### src/core/cep_pkg.sv
// constants, error table and object layout of the emergency producer
package cep_pkg;

  localparam logic [15:0] IDX_ERR_REG    = 16'h1001;
  localparam logic [15:0] IDX_ERR_HIST   = 16'h1003;
  localparam logic [15:0] IDX_EMCY_ID    = 16'h1014;

  localparam int          COBID_OFF_BIT  = 31;
  localparam int          COBID_RSVD_BIT = 30;
  localparam int          COBID_EXT_BIT  = 29;
  localparam int          COBID_HI_MSB   = 28;
  localparam int          COBID_HI_LSB   = 11;
  localparam int          NODE_W         = 7;

  localparam logic [3:0]  EMCY_FUNC_CODE = 4'h1;
  localparam logic [10:0] TPDO1_BASE     = 11'h180;
  localparam logic [10:0] TPDO5_BASE     = 11'h184;
  localparam logic [3:0]  TPDO1_DLC      = 4'h2;
  localparam logic [3:0]  TPDO5_DLC      = 4'h4;
  localparam logic [3:0]  EMCY_DLC       = 4'h8;

  localparam int          HIST_DEPTH     = 5;
  localparam logic [2:0]  HIST_MAX       = 3'h5;
  localparam logic [7:0]  ERR_REG_MASK   = 8'h91;
  localparam logic [1:0]  INIT_WAIT      = 2'h3;

  localparam int          FRAME_W        = 98;
  localparam int          FIFO_DEPTH     = 4;

  typedef enum logic [3:0] {
    CEP_ERR_RESET    = 4'h0,
    CEP_ERR_CAN_CTRL = 4'h1,
    CEP_ERR_NVM      = 4'h2,
    CEP_ERR_SERIAL   = 4'h3,
    CEP_ERR_RX_OVR   = 4'h4,
    CEP_ERR_TX_OVR   = 4'h5,
    CEP_ERR_CAN_OVR  = 4'h6,
    CEP_ERR_LIFE     = 4'h7,
    CEP_ERR_BUSOFF   = 4'h8,
    CEP_ERR_PDO_LEN  = 4'h9,
    CEP_ERR_RST_REQ  = 4'hA
  } cep_err_e;

  // emergency error code, high byte in [15:8]
  function automatic logic [15:0] cep_emcy_code(input logic [3:0] kind);
    case (kind)
      CEP_ERR_CAN_CTRL:                 cep_emcy_code = 16'h1000;
      CEP_ERR_NVM, CEP_ERR_SERIAL:      cep_emcy_code = 16'h5000;
      CEP_ERR_RX_OVR, CEP_ERR_TX_OVR,
      CEP_ERR_CAN_OVR:                  cep_emcy_code = 16'h8110;
      CEP_ERR_LIFE:                     cep_emcy_code = 16'h8130;
      CEP_ERR_BUSOFF:                   cep_emcy_code = 16'h8140;
      CEP_ERR_PDO_LEN:                  cep_emcy_code = 16'h8210;
      CEP_ERR_RST_REQ:                  cep_emcy_code = 16'hFF00;
      default:                          cep_emcy_code = 16'h0000;
    endcase
  endfunction : cep_emcy_code

  function automatic logic [7:0] cep_emcy_reg(input logic [3:0] kind);
    case (kind)
      CEP_ERR_CAN_CTRL, CEP_ERR_NVM,
      CEP_ERR_SERIAL:                   cep_emcy_reg = 8'h81;
      CEP_ERR_RX_OVR, CEP_ERR_TX_OVR, CEP_ERR_CAN_OVR, CEP_ERR_LIFE,
      CEP_ERR_BUSOFF, CEP_ERR_PDO_LEN:  cep_emcy_reg = 8'h11;
      CEP_ERR_RST_REQ:                  cep_emcy_reg = 8'h80;
      default:                          cep_emcy_reg = 8'h00;
    endcase
  endfunction : cep_emcy_reg

  // first manufacturer byte equals the kind code for 1..10
  function automatic logic [7:0] cep_emcy_mfr(input logic [3:0] kind);
    cep_emcy_mfr = (kind <= CEP_ERR_RST_REQ) ? {4'h0, kind} : 8'h00;
  endfunction : cep_emcy_mfr

endpackage : cep_pkg

### src/core/cep_fifo.sv
// small frame fifo with registered output stage
`timescale 1ns/1ps
`default_nettype none
module cep_fifo #(
  parameter int WIDTH = 8,
  parameter int DEPTH = 4
) (
  input  wire logic             clk,
  input  wire logic             rst_n,
  input  wire logic             in_valid,
  output var  logic             in_ready,
  input  wire logic [WIDTH-1:0] in_data,
  output var  logic             out_valid,
  input  wire logic             out_ready,
  output var  logic [WIDTH-1:0] out_data
);
  localparam int AW = $clog2(DEPTH);

  logic [WIDTH-1:0] mem [DEPTH];
  logic [AW-1:0]    wr_ptr_ff;
  logic [AW-1:0]    rd_ptr_ff;
  logic [AW:0]      cnt_ff;
  logic             push;
  logic             pop;
  logic             load_out;

  assign in_ready  = (cnt_ff != (AW+1)'(DEPTH));
  assign push      = in_valid && in_ready;
  assign load_out  = !out_valid || out_ready;
  assign pop       = load_out && (cnt_ff != '0);

  always_ff @(posedge clk) begin
    if (push) begin
      mem[wr_ptr_ff] <= in_data;
    end
  end

  always_ff @(posedge clk or negedge rst_n) begin
    if (!rst_n) begin
      wr_ptr_ff <= '0;
      rd_ptr_ff <= '0;
      cnt_ff    <= '0;
    end else begin
      if (push) begin
        wr_ptr_ff <= (wr_ptr_ff == AW'(DEPTH-1)) ? '0 : wr_ptr_ff + 1'b1;
      end
      if (pop) begin
        rd_ptr_ff <= (rd_ptr_ff == AW'(DEPTH-1)) ? '0 : rd_ptr_ff + 1'b1;
      end
      cnt_ff <= cnt_ff + (AW+1)'(push) - (AW+1)'(pop);
    end
  end

  always_ff @(posedge clk or negedge rst_n) begin
    if (!rst_n) begin
      out_valid <= 1'b0;
      out_data  <= '0;
    end else if (load_out) begin
      out_valid <= (cnt_ff != '0);
      if (cnt_ff != '0) begin
        out_data <= mem[rd_ptr_ff];
      end
    end
  end

  AST_FIFO_NO_OVERFLOW: assert property (@(posedge clk) disable iff (!rst_n)
    cnt_ff <= (AW+1)'(DEPTH))
    else $error("fifo count above depth");
endmodule : cep_fifo
`default_nettype wire

### src/core/cep_emcy_producer.sv
// emergency producer with error history and input-change transmit pdos
//
// Summary of operation
// - Identifier bit 31 low means emergency valid, high means absent.
// - Bit 29 picks base or extended identifier; bit 30 reads zero.
// - Bits 10..0 low id; bits 28..11 upper id, zero in base format.
// - Identifier word lives at object emergency_identifier, writable or left default.
// - Default identifier is function code 0001 followed by 7-bit node id.
// - Every internal error taken while err_busy is low sends an emergency frame on the identifier when bit 31 is low.
// - Each emergency is recorded in history object error_history_list, five deep.
// - History sub-index 1 is newest, sub-index 5 oldest kept.
// - Payload: bytes 0-1 error code, byte 2 error register, 3-7 vendor.
// - Error register uses bits 0, 4, 7 only; bit 6 always zero.
// - Error reset frame carries all-zero code, register and vendor bytes.
// - Controller error: code 1000, register 81, vendor byte 01.
// - Memory or serial access: code 5000, register 81, vendor 02 or 03.
// - Overruns: code 8110, register 11, vendor 04, 05 or 06.
// - Life guarding 8130 vendor 07; bus-off recovery 8140 vendor 08; reg 11.
// - Pdo length mismatch: code 8210, register 11, vendor byte 09.
// - Reset request: code FF00, register 80, vendor byte 0A.
// - Produced frame's error register copied into object error_register_mirror.
// - Digital input change sends every transmit pdo mapping them.
// - Sixteen-bit values packed into payload low byte first.
`timescale 1ns/1ps
`default_nettype none
module cep_emcy_producer (
  input  wire logic        clk,
  input  wire logic        rst_n,
  input  wire logic [6:0]  node_id,
  input  wire logic [15:0] digital_input_word,
  input  wire logic [15:0] analog_input_channel,
  input  wire logic        err_valid,
  input  wire logic [3:0]  err_kind,
  output var  logic        err_busy,
  input  wire logic        obj_req,
  input  wire logic        obj_we,
  input  wire logic [15:0] obj_index,
  input  wire logic [7:0]  obj_subindex,
  input  wire logic [31:0] obj_wdata,
  output var  logic        obj_ack,
  output var  logic        obj_abort,
  output var  logic [31:0] obj_rdata,
  output var  logic        tx_valid,
  input  wire logic        tx_ready,
  output var  logic        tx_ext,
  output var  logic [28:0] tx_id,
  output var  logic [3:0]  tx_dlc,
  output var  logic [63:0] tx_data
);
  localparam int FW = cep_pkg::FRAME_W;

  // pin synchronisers
  logic [38:0]  pin_s1_ff;
  logic [38:0]  pin_s2_ff;
  logic [6:0]   node_s;
  logic [15:0]  di_s;
  logic [15:0]  ai_s;
  logic [15:0]  di_prev_ff;
  logic         di_change;

  always_ff @(posedge clk or negedge rst_n) begin
    if (!rst_n) begin
      pin_s1_ff <= '0;
      pin_s2_ff <= '0;
    end else begin
      pin_s1_ff <= {node_id, digital_input_word, analog_input_channel};
      pin_s2_ff <= pin_s1_ff;
    end
  end
  assign node_s = pin_s2_ff[38:32];
  assign di_s   = pin_s2_ff[31:16];
  assign ai_s   = pin_s2_ff[15:0];

  // startup: node id settles through the synchroniser first
  logic [1:0]  init_cnt_ff;
  logic        init_done_ff;
  logic [31:0] cob_id_ff;
  logic [31:0] default_id;

  assign default_id = {21'h000000, cep_pkg::EMCY_FUNC_CODE, node_s};

  always_ff @(posedge clk or negedge rst_n) begin
    if (!rst_n) begin
      init_cnt_ff  <= '0;
      init_done_ff <= 1'b0;
    end else if (!init_done_ff) begin
      init_cnt_ff  <= init_cnt_ff + 2'h1;
      init_done_ff <= (init_cnt_ff == cep_pkg::INIT_WAIT);
    end
  end

  // object access decode
  logic        acc_id;
  logic        acc_reg;
  logic        acc_hist;
  logic        id_wr_ok;
  logic        hist_clr;
  logic [31:0] wr_id;

  assign acc_id   = obj_index == cep_pkg::IDX_EMCY_ID && obj_subindex == 8'h00;
  assign acc_reg  = obj_index == cep_pkg::IDX_ERR_REG && obj_subindex == 8'h00;
  assign acc_hist = obj_index == cep_pkg::IDX_ERR_HIST &&
                    obj_subindex <= 8'(cep_pkg::HIST_DEPTH);
  // base format with upper bits set is refused
  assign id_wr_ok = obj_wdata[cep_pkg::COBID_EXT_BIT] ||
                    obj_wdata[cep_pkg::COBID_HI_MSB:cep_pkg::COBID_HI_LSB]
                      == '0;
  assign wr_id    = obj_wdata & ~(32'h1 << cep_pkg::COBID_RSVD_BIT);
  assign hist_clr = obj_req && obj_we && acc_hist && obj_subindex == 8'h00 &&
                    obj_wdata == 32'h0;

  always_ff @(posedge clk or negedge rst_n) begin
    if (!rst_n) begin
      cob_id_ff <= 32'h0;
    end else if (!init_done_ff && init_cnt_ff == cep_pkg::INIT_WAIT) begin
      cob_id_ff <= default_id;
    end else if (obj_req && obj_we && acc_id && id_wr_ok && init_done_ff) begin
      cob_id_ff <= wr_id;
    end
  end

  // pending emergency event
  logic       emcy_pend_ff;
  logic [3:0] emcy_kind_ff;
  logic       emcy_commit;
  logic       emcy_off;

  assign emcy_off = cob_id_ff[cep_pkg::COBID_OFF_BIT];
  assign err_busy = emcy_pend_ff;

  always_ff @(posedge clk or negedge rst_n) begin
    if (!rst_n) begin
      emcy_pend_ff <= 1'b0;
      emcy_kind_ff <= 4'h0;
    end else if (err_valid && !emcy_pend_ff) begin
      emcy_pend_ff <= 1'b1;
      emcy_kind_ff <= err_kind;
    end else if (emcy_commit) begin
      emcy_pend_ff <= 1'b0;
    end
  end

  // transmit pdo requests on digital input change
  logic tp1_pend_ff;
  logic tp5_pend_ff;
  logic sel_tp1;
  logic sel_tp5;

  assign di_change = init_done_ff && (di_s != di_prev_ff);

  always_ff @(posedge clk or negedge rst_n) begin
    if (!rst_n) begin
      di_prev_ff <= 16'h0;
    end else if (init_done_ff) begin
      di_prev_ff <= di_s;
    end
  end

  always_ff @(posedge clk or negedge rst_n) begin
    if (!rst_n) begin
      tp1_pend_ff <= 1'b0;
      tp5_pend_ff <= 1'b0;
    end else begin
      tp1_pend_ff <= di_change || (tp1_pend_ff && !sel_tp1);
      tp5_pend_ff <= di_change || (tp5_pend_ff && !sel_tp5);
    end
  end

  // frame assembly and arbitration, emergency first
  logic          fifo_ready;
  logic          fifo_push;
  logic [FW-1:0] push_frame;
  logic [15:0]   ev_code;
  logic [7:0]    ev_reg;
  logic [7:0]    ev_mfr;
  logic [63:0]   emcy_payload;
  logic [10:0]   node_ext;

  assign ev_code  = cep_pkg::cep_emcy_code(emcy_kind_ff);
  assign ev_reg   = cep_pkg::cep_emcy_reg(emcy_kind_ff) &
                    cep_pkg::ERR_REG_MASK;
  assign ev_mfr   = cep_pkg::cep_emcy_mfr(emcy_kind_ff);
  // byte 0 carries the low half of the error code
  assign emcy_payload = {32'h0, ev_mfr, ev_reg, ev_code[15:8],
                         ev_code[7:0]};
  assign node_ext = {4'h0, node_s};

  // suppressed emergency still commits, but pushes nothing
  assign emcy_commit = init_done_ff && emcy_pend_ff &&
                       (emcy_off || fifo_ready);
  assign sel_tp1 = init_done_ff && fifo_ready && tp1_pend_ff && !emcy_pend_ff;
  assign sel_tp5 = init_done_ff && fifo_ready && tp5_pend_ff && !emcy_pend_ff
                   && !tp1_pend_ff;
  assign fifo_push = (emcy_commit && !emcy_off) || sel_tp1 || sel_tp5;

  always_comb begin
    push_frame = '0;
    if (emcy_pend_ff) begin
      push_frame = {cob_id_ff[cep_pkg::COBID_EXT_BIT], cob_id_ff[28:0],
                    cep_pkg::EMCY_DLC, emcy_payload};
    end else if (tp1_pend_ff) begin
      push_frame = {1'b0, 18'h0, cep_pkg::TPDO1_BASE + node_ext,
                    cep_pkg::TPDO1_DLC, 48'h0, di_s[15:8], di_s[7:0]};
    end else begin
      push_frame = {1'b0, 18'h0, cep_pkg::TPDO5_BASE + node_ext,
                    cep_pkg::TPDO5_DLC, 32'h0, ai_s[15:8], ai_s[7:0],
                    di_s[15:8], di_s[7:0]};
    end
  end

  logic [FW-1:0] out_frame;

  cep_fifo #(
    .WIDTH (FW),
    .DEPTH (cep_pkg::FIFO_DEPTH)
  ) u_fifo (
    .clk       (clk),
    .rst_n     (rst_n),
    .in_valid  (fifo_push),
    .in_ready  (fifo_ready),
    .in_data   (push_frame),
    .out_valid (tx_valid),
    .out_ready (tx_ready),
    .out_data  (out_frame)
  );

  assign tx_ext  = out_frame[97];
  assign tx_id   = out_frame[96:68];
  assign tx_dlc  = out_frame[67:64];
  assign tx_data = out_frame[63:0];

  // error register mirror and history
  logic [7:0]  err_reg_ff;
  logic [31:0] hist_ff [cep_pkg::HIST_DEPTH];
  logic [2:0]  hist_cnt_ff;
  logic [31:0] hist_entry;

  assign hist_entry = {8'h00, ev_mfr, ev_code};

  always_ff @(posedge clk or negedge rst_n) begin
    if (!rst_n) begin
      err_reg_ff <= 8'h00;
    end else if (emcy_commit) begin
      err_reg_ff <= ev_reg;
    end
  end

  // an entry landing with a clear wins over it
  always_ff @(posedge clk or negedge rst_n) begin
    if (!rst_n) begin
      hist_cnt_ff <= 3'h0;
    end else if (emcy_commit) begin
      hist_cnt_ff <= hist_clr ? 3'h1 :
                     (hist_cnt_ff == cep_pkg::HIST_MAX) ? hist_cnt_ff :
                     hist_cnt_ff + 3'h1;
    end else if (hist_clr) begin
      hist_cnt_ff <= 3'h0;
    end
  end

  always_ff @(posedge clk or negedge rst_n) begin
    if (!rst_n) begin
      hist_ff[0] <= 32'h0;
    end else if (emcy_commit) begin
      hist_ff[0] <= hist_entry;
    end
  end

  for (genvar g = 1; g < cep_pkg::HIST_DEPTH; g++) begin : g_hist
    always_ff @(posedge clk or negedge rst_n) begin
      if (!rst_n) begin
        hist_ff[g] <= 32'h0;
      end else if (emcy_commit) begin
        hist_ff[g] <= hist_ff[g-1];
      end
    end
  end

  // object access answer one cycle after the request
  always_ff @(posedge clk or negedge rst_n) begin
    if (!rst_n) begin
      obj_ack   <= 1'b0;
      obj_abort <= 1'b0;
      obj_rdata <= 32'h0;
    end else begin
      obj_ack   <= obj_req;
      obj_abort <= 1'b0;
      obj_rdata <= 32'h0;
      if (obj_req && obj_we) begin
        obj_abort <= !((acc_id && id_wr_ok && init_done_ff) || hist_clr);
      end else if (obj_req) begin
        if (acc_id) begin
          obj_rdata <= cob_id_ff;
        end else if (acc_reg) begin
          obj_rdata <= {24'h0, err_reg_ff};
        end else if (acc_hist && obj_subindex == 8'h00) begin
          obj_rdata <= {29'h0, hist_cnt_ff};
        end else if (acc_hist) begin
          obj_rdata <= 8'(obj_subindex) <= 8'(hist_cnt_ff) ?
                       hist_ff[3'(obj_subindex - 8'h01)] : 32'h0;
        end else begin
          obj_abort <= 1'b1;
        end
      end
    end
  end

  AST_RSVD_ZERO: assert property (@(posedge clk) disable iff (!rst_n)
    !cob_id_ff[cep_pkg::COBID_RSVD_BIT])
    else $error("identifier bit 30 set");

  AST_BASE_UPPER_ZERO: assert property (@(posedge clk)
    disable iff (!rst_n)
    !cob_id_ff[cep_pkg::COBID_EXT_BIT] |-> cob_id_ff[28:11] == 18'h0)
    else $error("upper id bits set in base format");

  AST_DEFAULT_ID: assert property (@(posedge clk) disable iff (!rst_n)
    $rose(init_done_ff) |-> cob_id_ff == {21'h0, 4'h1, node_s})
    else $error("default identifier wrong");

  AST_SUPPRESS: assert property (@(posedge clk) disable iff (!rst_n)
    (emcy_commit && emcy_off) |-> !fifo_push ##1
      hist_ff[0] == $past(hist_entry))
    else $error("emergency sent while disabled or not recorded");

  AST_HIST_SHIFT: assert property (@(posedge clk) disable iff (!rst_n)
    emcy_commit |=> hist_ff[4] == $past(hist_ff[3]) &&
                    hist_ff[1] == $past(hist_ff[0]))
    else $error("history did not shift");

  AST_MIRROR: assert property (@(posedge clk) disable iff (!rst_n)
    emcy_commit |=> err_reg_ff == $past(ev_reg) && !err_reg_ff[6])
    else $error("error register mirror not updated");

  AST_PAYLOAD: assert property (@(posedge clk) disable iff (!rst_n)
    (fifo_push && emcy_pend_ff) |-> push_frame[7:0] == ev_code[7:0] &&
      push_frame[15:8] == ev_code[15:8] && push_frame[23:16] == ev_reg &&
      push_frame[31:24] == ev_mfr && push_frame[67:64] == 4'h8)
    else $error("emergency payload layout wrong");

  AST_PDO_LEN: assert property (@(posedge clk) disable iff (!rst_n)
    (emcy_pend_ff && emcy_kind_ff == 4'h9) |-> hist_entry == 32'h00098210)
    else $error("pdo length error coding wrong");

  AST_TPDO_TRIG: assert property (@(posedge clk) disable iff (!rst_n)
    di_change |=> tp1_pend_ff && tp5_pend_ff)
    else $error("input change did not request pdos");

  AST_LSB_FIRST: assert property (@(posedge clk) disable iff (!rst_n)
    sel_tp1 |-> push_frame[7:0] == di_s[7:0] && push_frame[15:8] == di_s[15:8])
    else $error("pdo value not low byte first");

  AST_HIST_CAP: assert property (@(posedge clk) disable iff (!rst_n)
    (emcy_commit && !hist_clr && hist_cnt_ff == 3'h5) |=> hist_cnt_ff == 3'h5)
    else $error("history count exceeded five");

endmodule : cep_emcy_producer
`default_nettype wire

### config.mk
export PLATFORM = sky130hd
export DESIGN_NAME = cep_emcy_producer
export DESIGN_NICKNAME = d
export VERILOG_FILES = /design/src/core/cep_pkg.sv /design/src/core/cep_fifo.sv /design/src/core/cep_emcy_producer.sv
export SDC_FILE = /design/constraint.sdc
export NUM_CORES = 1
export LEC_CHECK = 0
export BUFFER_PORTS_ARGS = -buffer_cell sky130_fd_sc_hd__clkbuf_2
export CAP_MARGIN = 20
export CORE_MARGIN = 2
export CORE_UTILIZATION = 35
export CTS_CLUSTER_DIAMETER = 120
export DETAILED_ROUTE_END_ITERATION = 7
export SETUP_SLACK_MARGIN = 0.15
export SLEW_MARGIN = 20
export SYNTH_ARGS = -nofsm -noshare
export SYNTH_HDL_FRONTEND = slang
export SYNTH_SLANG_ARGS = --single-unit
### constraint.sdc
create_clock -name clk -period 4.7 [get_ports clk]
set_input_delay 0.94 -clock clk [delete_from_list [all_inputs] [get_ports clk]]
set_output_delay 0.94 -clock clk [all_outputs]
set_load 0.02 [all_outputs]
==> results_dict.tcl <==
set metrics [dict create \
    htreeDepth 2 \
    regToRegSetupSlack_ns 1.96 \
    crit_type "input port to register" \
    dominantRegCellSynth "dfrtp_1" \
    antenna_left 0 \
    syn_area_per_cell_sq_um 14.59 \
    insertion_delay_ns 0.61 \
    leakage_uw 0.01098 \
    place.gp.congestion 0.8562 \
    die_y_um 258.3 \
    overflow 0 \
    fin_skew_ns 0.02421 \
    cts_tree "built" \
    ir_worst_vdd_mv 0.3576 \
    syn_area_sq_um 22630 \
    synth-seq-area-share_pct 68.89 \
    fill_cells 5943 \
    slew_viol_final 0 \
    use_met3_pct 2.905 \
    grt_pass1_wl_um 82190 \
    drive_above_1_share_pct 28.67 \
    drt_iter0_drc 819 \
    synth-edff-count 260 \
    status "finished, final reports clean" \
    total_power_uw 17330 \
    vias 13200 \
    finalCritPeriodShare_pct 62.87 \
    hpwl_um 35140 \
    wl_per_cell_um 20.16 \
    cts_hold_buffers 0 \
    grt_max_degree 103 \
    ys_ff_latch 571 \
    die_w_um 258.3 \
    cts_made_buffers 56 \
    post-cts-setup-buffer-count 0 \
    ios 239 \
    yosysMostFrequentCell "dfrtp_1" \
    clockBufferDepth 3 \
    fin_crit_ns 2.955 \
    port_buffers 204 \
    syn2layout_area_growth_pct 17.64 \
    core_sq_um 64230 \
    synth_cell_types 62 \
    hold_violations 0 \
    crit_path_end_kind "register" \
    ys_top_cells_by_count "dfrtp_1, edfxtp_1, nand2_1, mux2_2, mux4_2" \
    grt_util_met2_pct 26.14 \
    max_slew_margin_pct 36.76 \
    num_rows 93 \
    finalSetupViolCount 0 \
    slowest_delay_ns 0.73 \
    hold_path_class "register to register" \
    met1_usage_pct 21.50 \
    synth.top_cell.area_share_pct 34.50 \
    synth_warnings 0 \
    max_freq_mhz 338.4 \
    start_util_pct 35.23 \
    slowest_stage "ha_1" \
    crit_required_ns 5.22 \
    grt_pass1_vias 13650 \
    worstPathMaxFanout 16 \
    top_usage_layer "met2" \
    cts_resized 0 \
    rsz0062_at_grt "false" \
    vias_per_cell 4.956 \
    syn-instance-count 1551 \
    cts.sinks 571 \
    drc 0 \
    fin_tns_setup_ns 0 \
    fin_nets 1889 \
    max-cap-violations 0 \
    arrival_ns 3.47 \
    worstPathCellList "clkbuf_2 -> inv_1 -> ha_1 -> and2_1 -> nand2_1 -> o21ai_0 -> nand4_1 -> a21oi_1" \
    die-area_sq_um 66710 \
    cp-start-kind "input port" \
    synth_top_area_cell "edfxtp_1" \
    antenna_found_initial 3 \
    worst_pin_slew_ns 0.9486 \
    drt_pre_antenna_iters 5 \
    grt_util_all_layers_pct 16.13 \
    yosys-top-cells-area "edfxtp_1, dfrtp_1, mux4_2" \
    clkTransAtPathRegs_ns 0.06 \
    power_density_nw_per_um2 651.0 \
    cts-root-buf "clkbuf_16" \
    wl_um 53690 \
    ys_async_sr_fraction_pct 54.47 \
]
layer usage:
layer | wire [um] | up-vias
met5 | 21 | -
met4 | 2036 | 4
met3 | 2600 | 106
met2 | 26050 | 332
met1 | 22980 | 6796
li1 | - | 5959
final cells by class:
cell class              count  area [sq um]  area share (%)
diodes                      1         2.502        0.009399
clock inverters            31         380.4           1.429
repair buffers            236          1368           5.137
flip-flops and latches    571         15600           58.59
multi-input cells         869          6536           24.55
clock buffers              73          1567           5.884
inverters                  27         101.3          0.3807
well taps                 855          1070           4.018
worst max-delay path: cells and delay by family:
kind                     cells  cell delay [ns]
AO/OA/AOI/OAI                2             0.37
adder cells (fa/ha/maj)      1             0.73
buffers and inverters        2             0.64
AND/OR/NAND/NOR              3             0.80
logic make-up after synthesis:
family          count (synthesis)  share of synthesized area [%]
compound gates                163                          4.036
xor+xnor                       24                         0.9288
fa+ha+maj                      23                          1.305
buf+inv                       144                          3.002
flops                         571                          68.89
mux                           170                          12.33
other cells                     1                        0.01657
simple gates                  455                          9.498
power breakdown:
group | leakage (uW) | internal (uW) | switching (uW)
Combinational | 0.00369 | 1980 | 2740
Clock | 0.000947 | 2790 | 1910
Sequential | 0.00634 | 7090 | 826
Total | 0.0110 | 11900 | 5470
final timing paths:
path / end / cells after the start / start
max in group asynchronous: u_fifo.out_data[0] / 2 / rst_n
worst min-delay path: pin_s2_ff[13] / 0 / pin_s1_ff[13]
worst max-delay path: obj_rdata[11] / 8 / obj_subindex[0]
worst max register to register: u_fifo.mem[3][12] / 6 / u_fifo.cnt_ff[2]
min in group asynchronous: u_fifo.out_data[80] / 1 / rst_n
worst min register to register: pin_s2_ff[13] / 0 / pin_s1_ff[13]
layout by cell type, fill, tap and decap left out, types with 21 or more instances in the layout:
| cell | netlist | layout |
|---|---|---|
| o21ai_1 | 20 | 21 |
| and2_1 | 36 | 32 |
| ha_1 | 22 | 22 |
| buf_4 | 34 | 23 |
| clkbuf_2 | 0 | 204 |
| inv_1 | 27 | 27 |
| edfxtp_1 | 260 | 260 |
| and3_1 | 23 | 23 |
| nand2_1 | 247 | 247 |
| nor2_1 | 33 | 32 |
| a21oi_1 | 58 | 57 |
| dfrtp_1 | 311 | 308 |
| conb_1 | 1 | 34 |
| mux2_2 | 90 | 90 |
| mux4_2 | 78 | 78 |
| nand3_1 | 34 | 34 |
| o21ai_0 | 52 | 51 |
| clkbuf_16 | 0 | 57 |
sequential cells by signal, summed over array words and instances, names as in the netlist, 2 cells and up:
name / flops
pin_s1_ff: 39
obj_rdata: 31
di_prev_ff: 16
hist_ff: 64
emcy_kind_ff: 4
hist_cnt_ff: 3
u_fifo.cnt_ff: 3
u_fifo.out_data: 65
u_fifo.wr_ptr_ff: 2
err_reg_ff: 3
cob_id_ff: 31
pin_s2_ff: 39
init_cnt_ff: 2
u_fifo.mem: 260
u_fifo.rd_ptr_ff: 2
metrics by stage:
| stage | instances | hold slack (ns) | worst slack [ns] | cell area, sq um | utilization [%] |
|---|---|---|---|---|---|
| floorplan | 1584 | 0.3312 | 1.459 | 22760 | - |
| global placement | 2554 | 0.3333 | 1.055 | 24620 | 38.33 |
| detailed placement | 2556 | 0.3347 | 1.036 | 24660 | 38.39 |
| CTS | 2660 | 0.3455 | 1.657 | 26600 | 41.42 |
| global route | 2663 | 0.3581 | 1.491 | 26620 | 41.45 |
| finish | 2663 | 0.3449 | 1.745 | 26620 | 41.45 |
No activity file was read; power rests on OpenSTA's default activity.
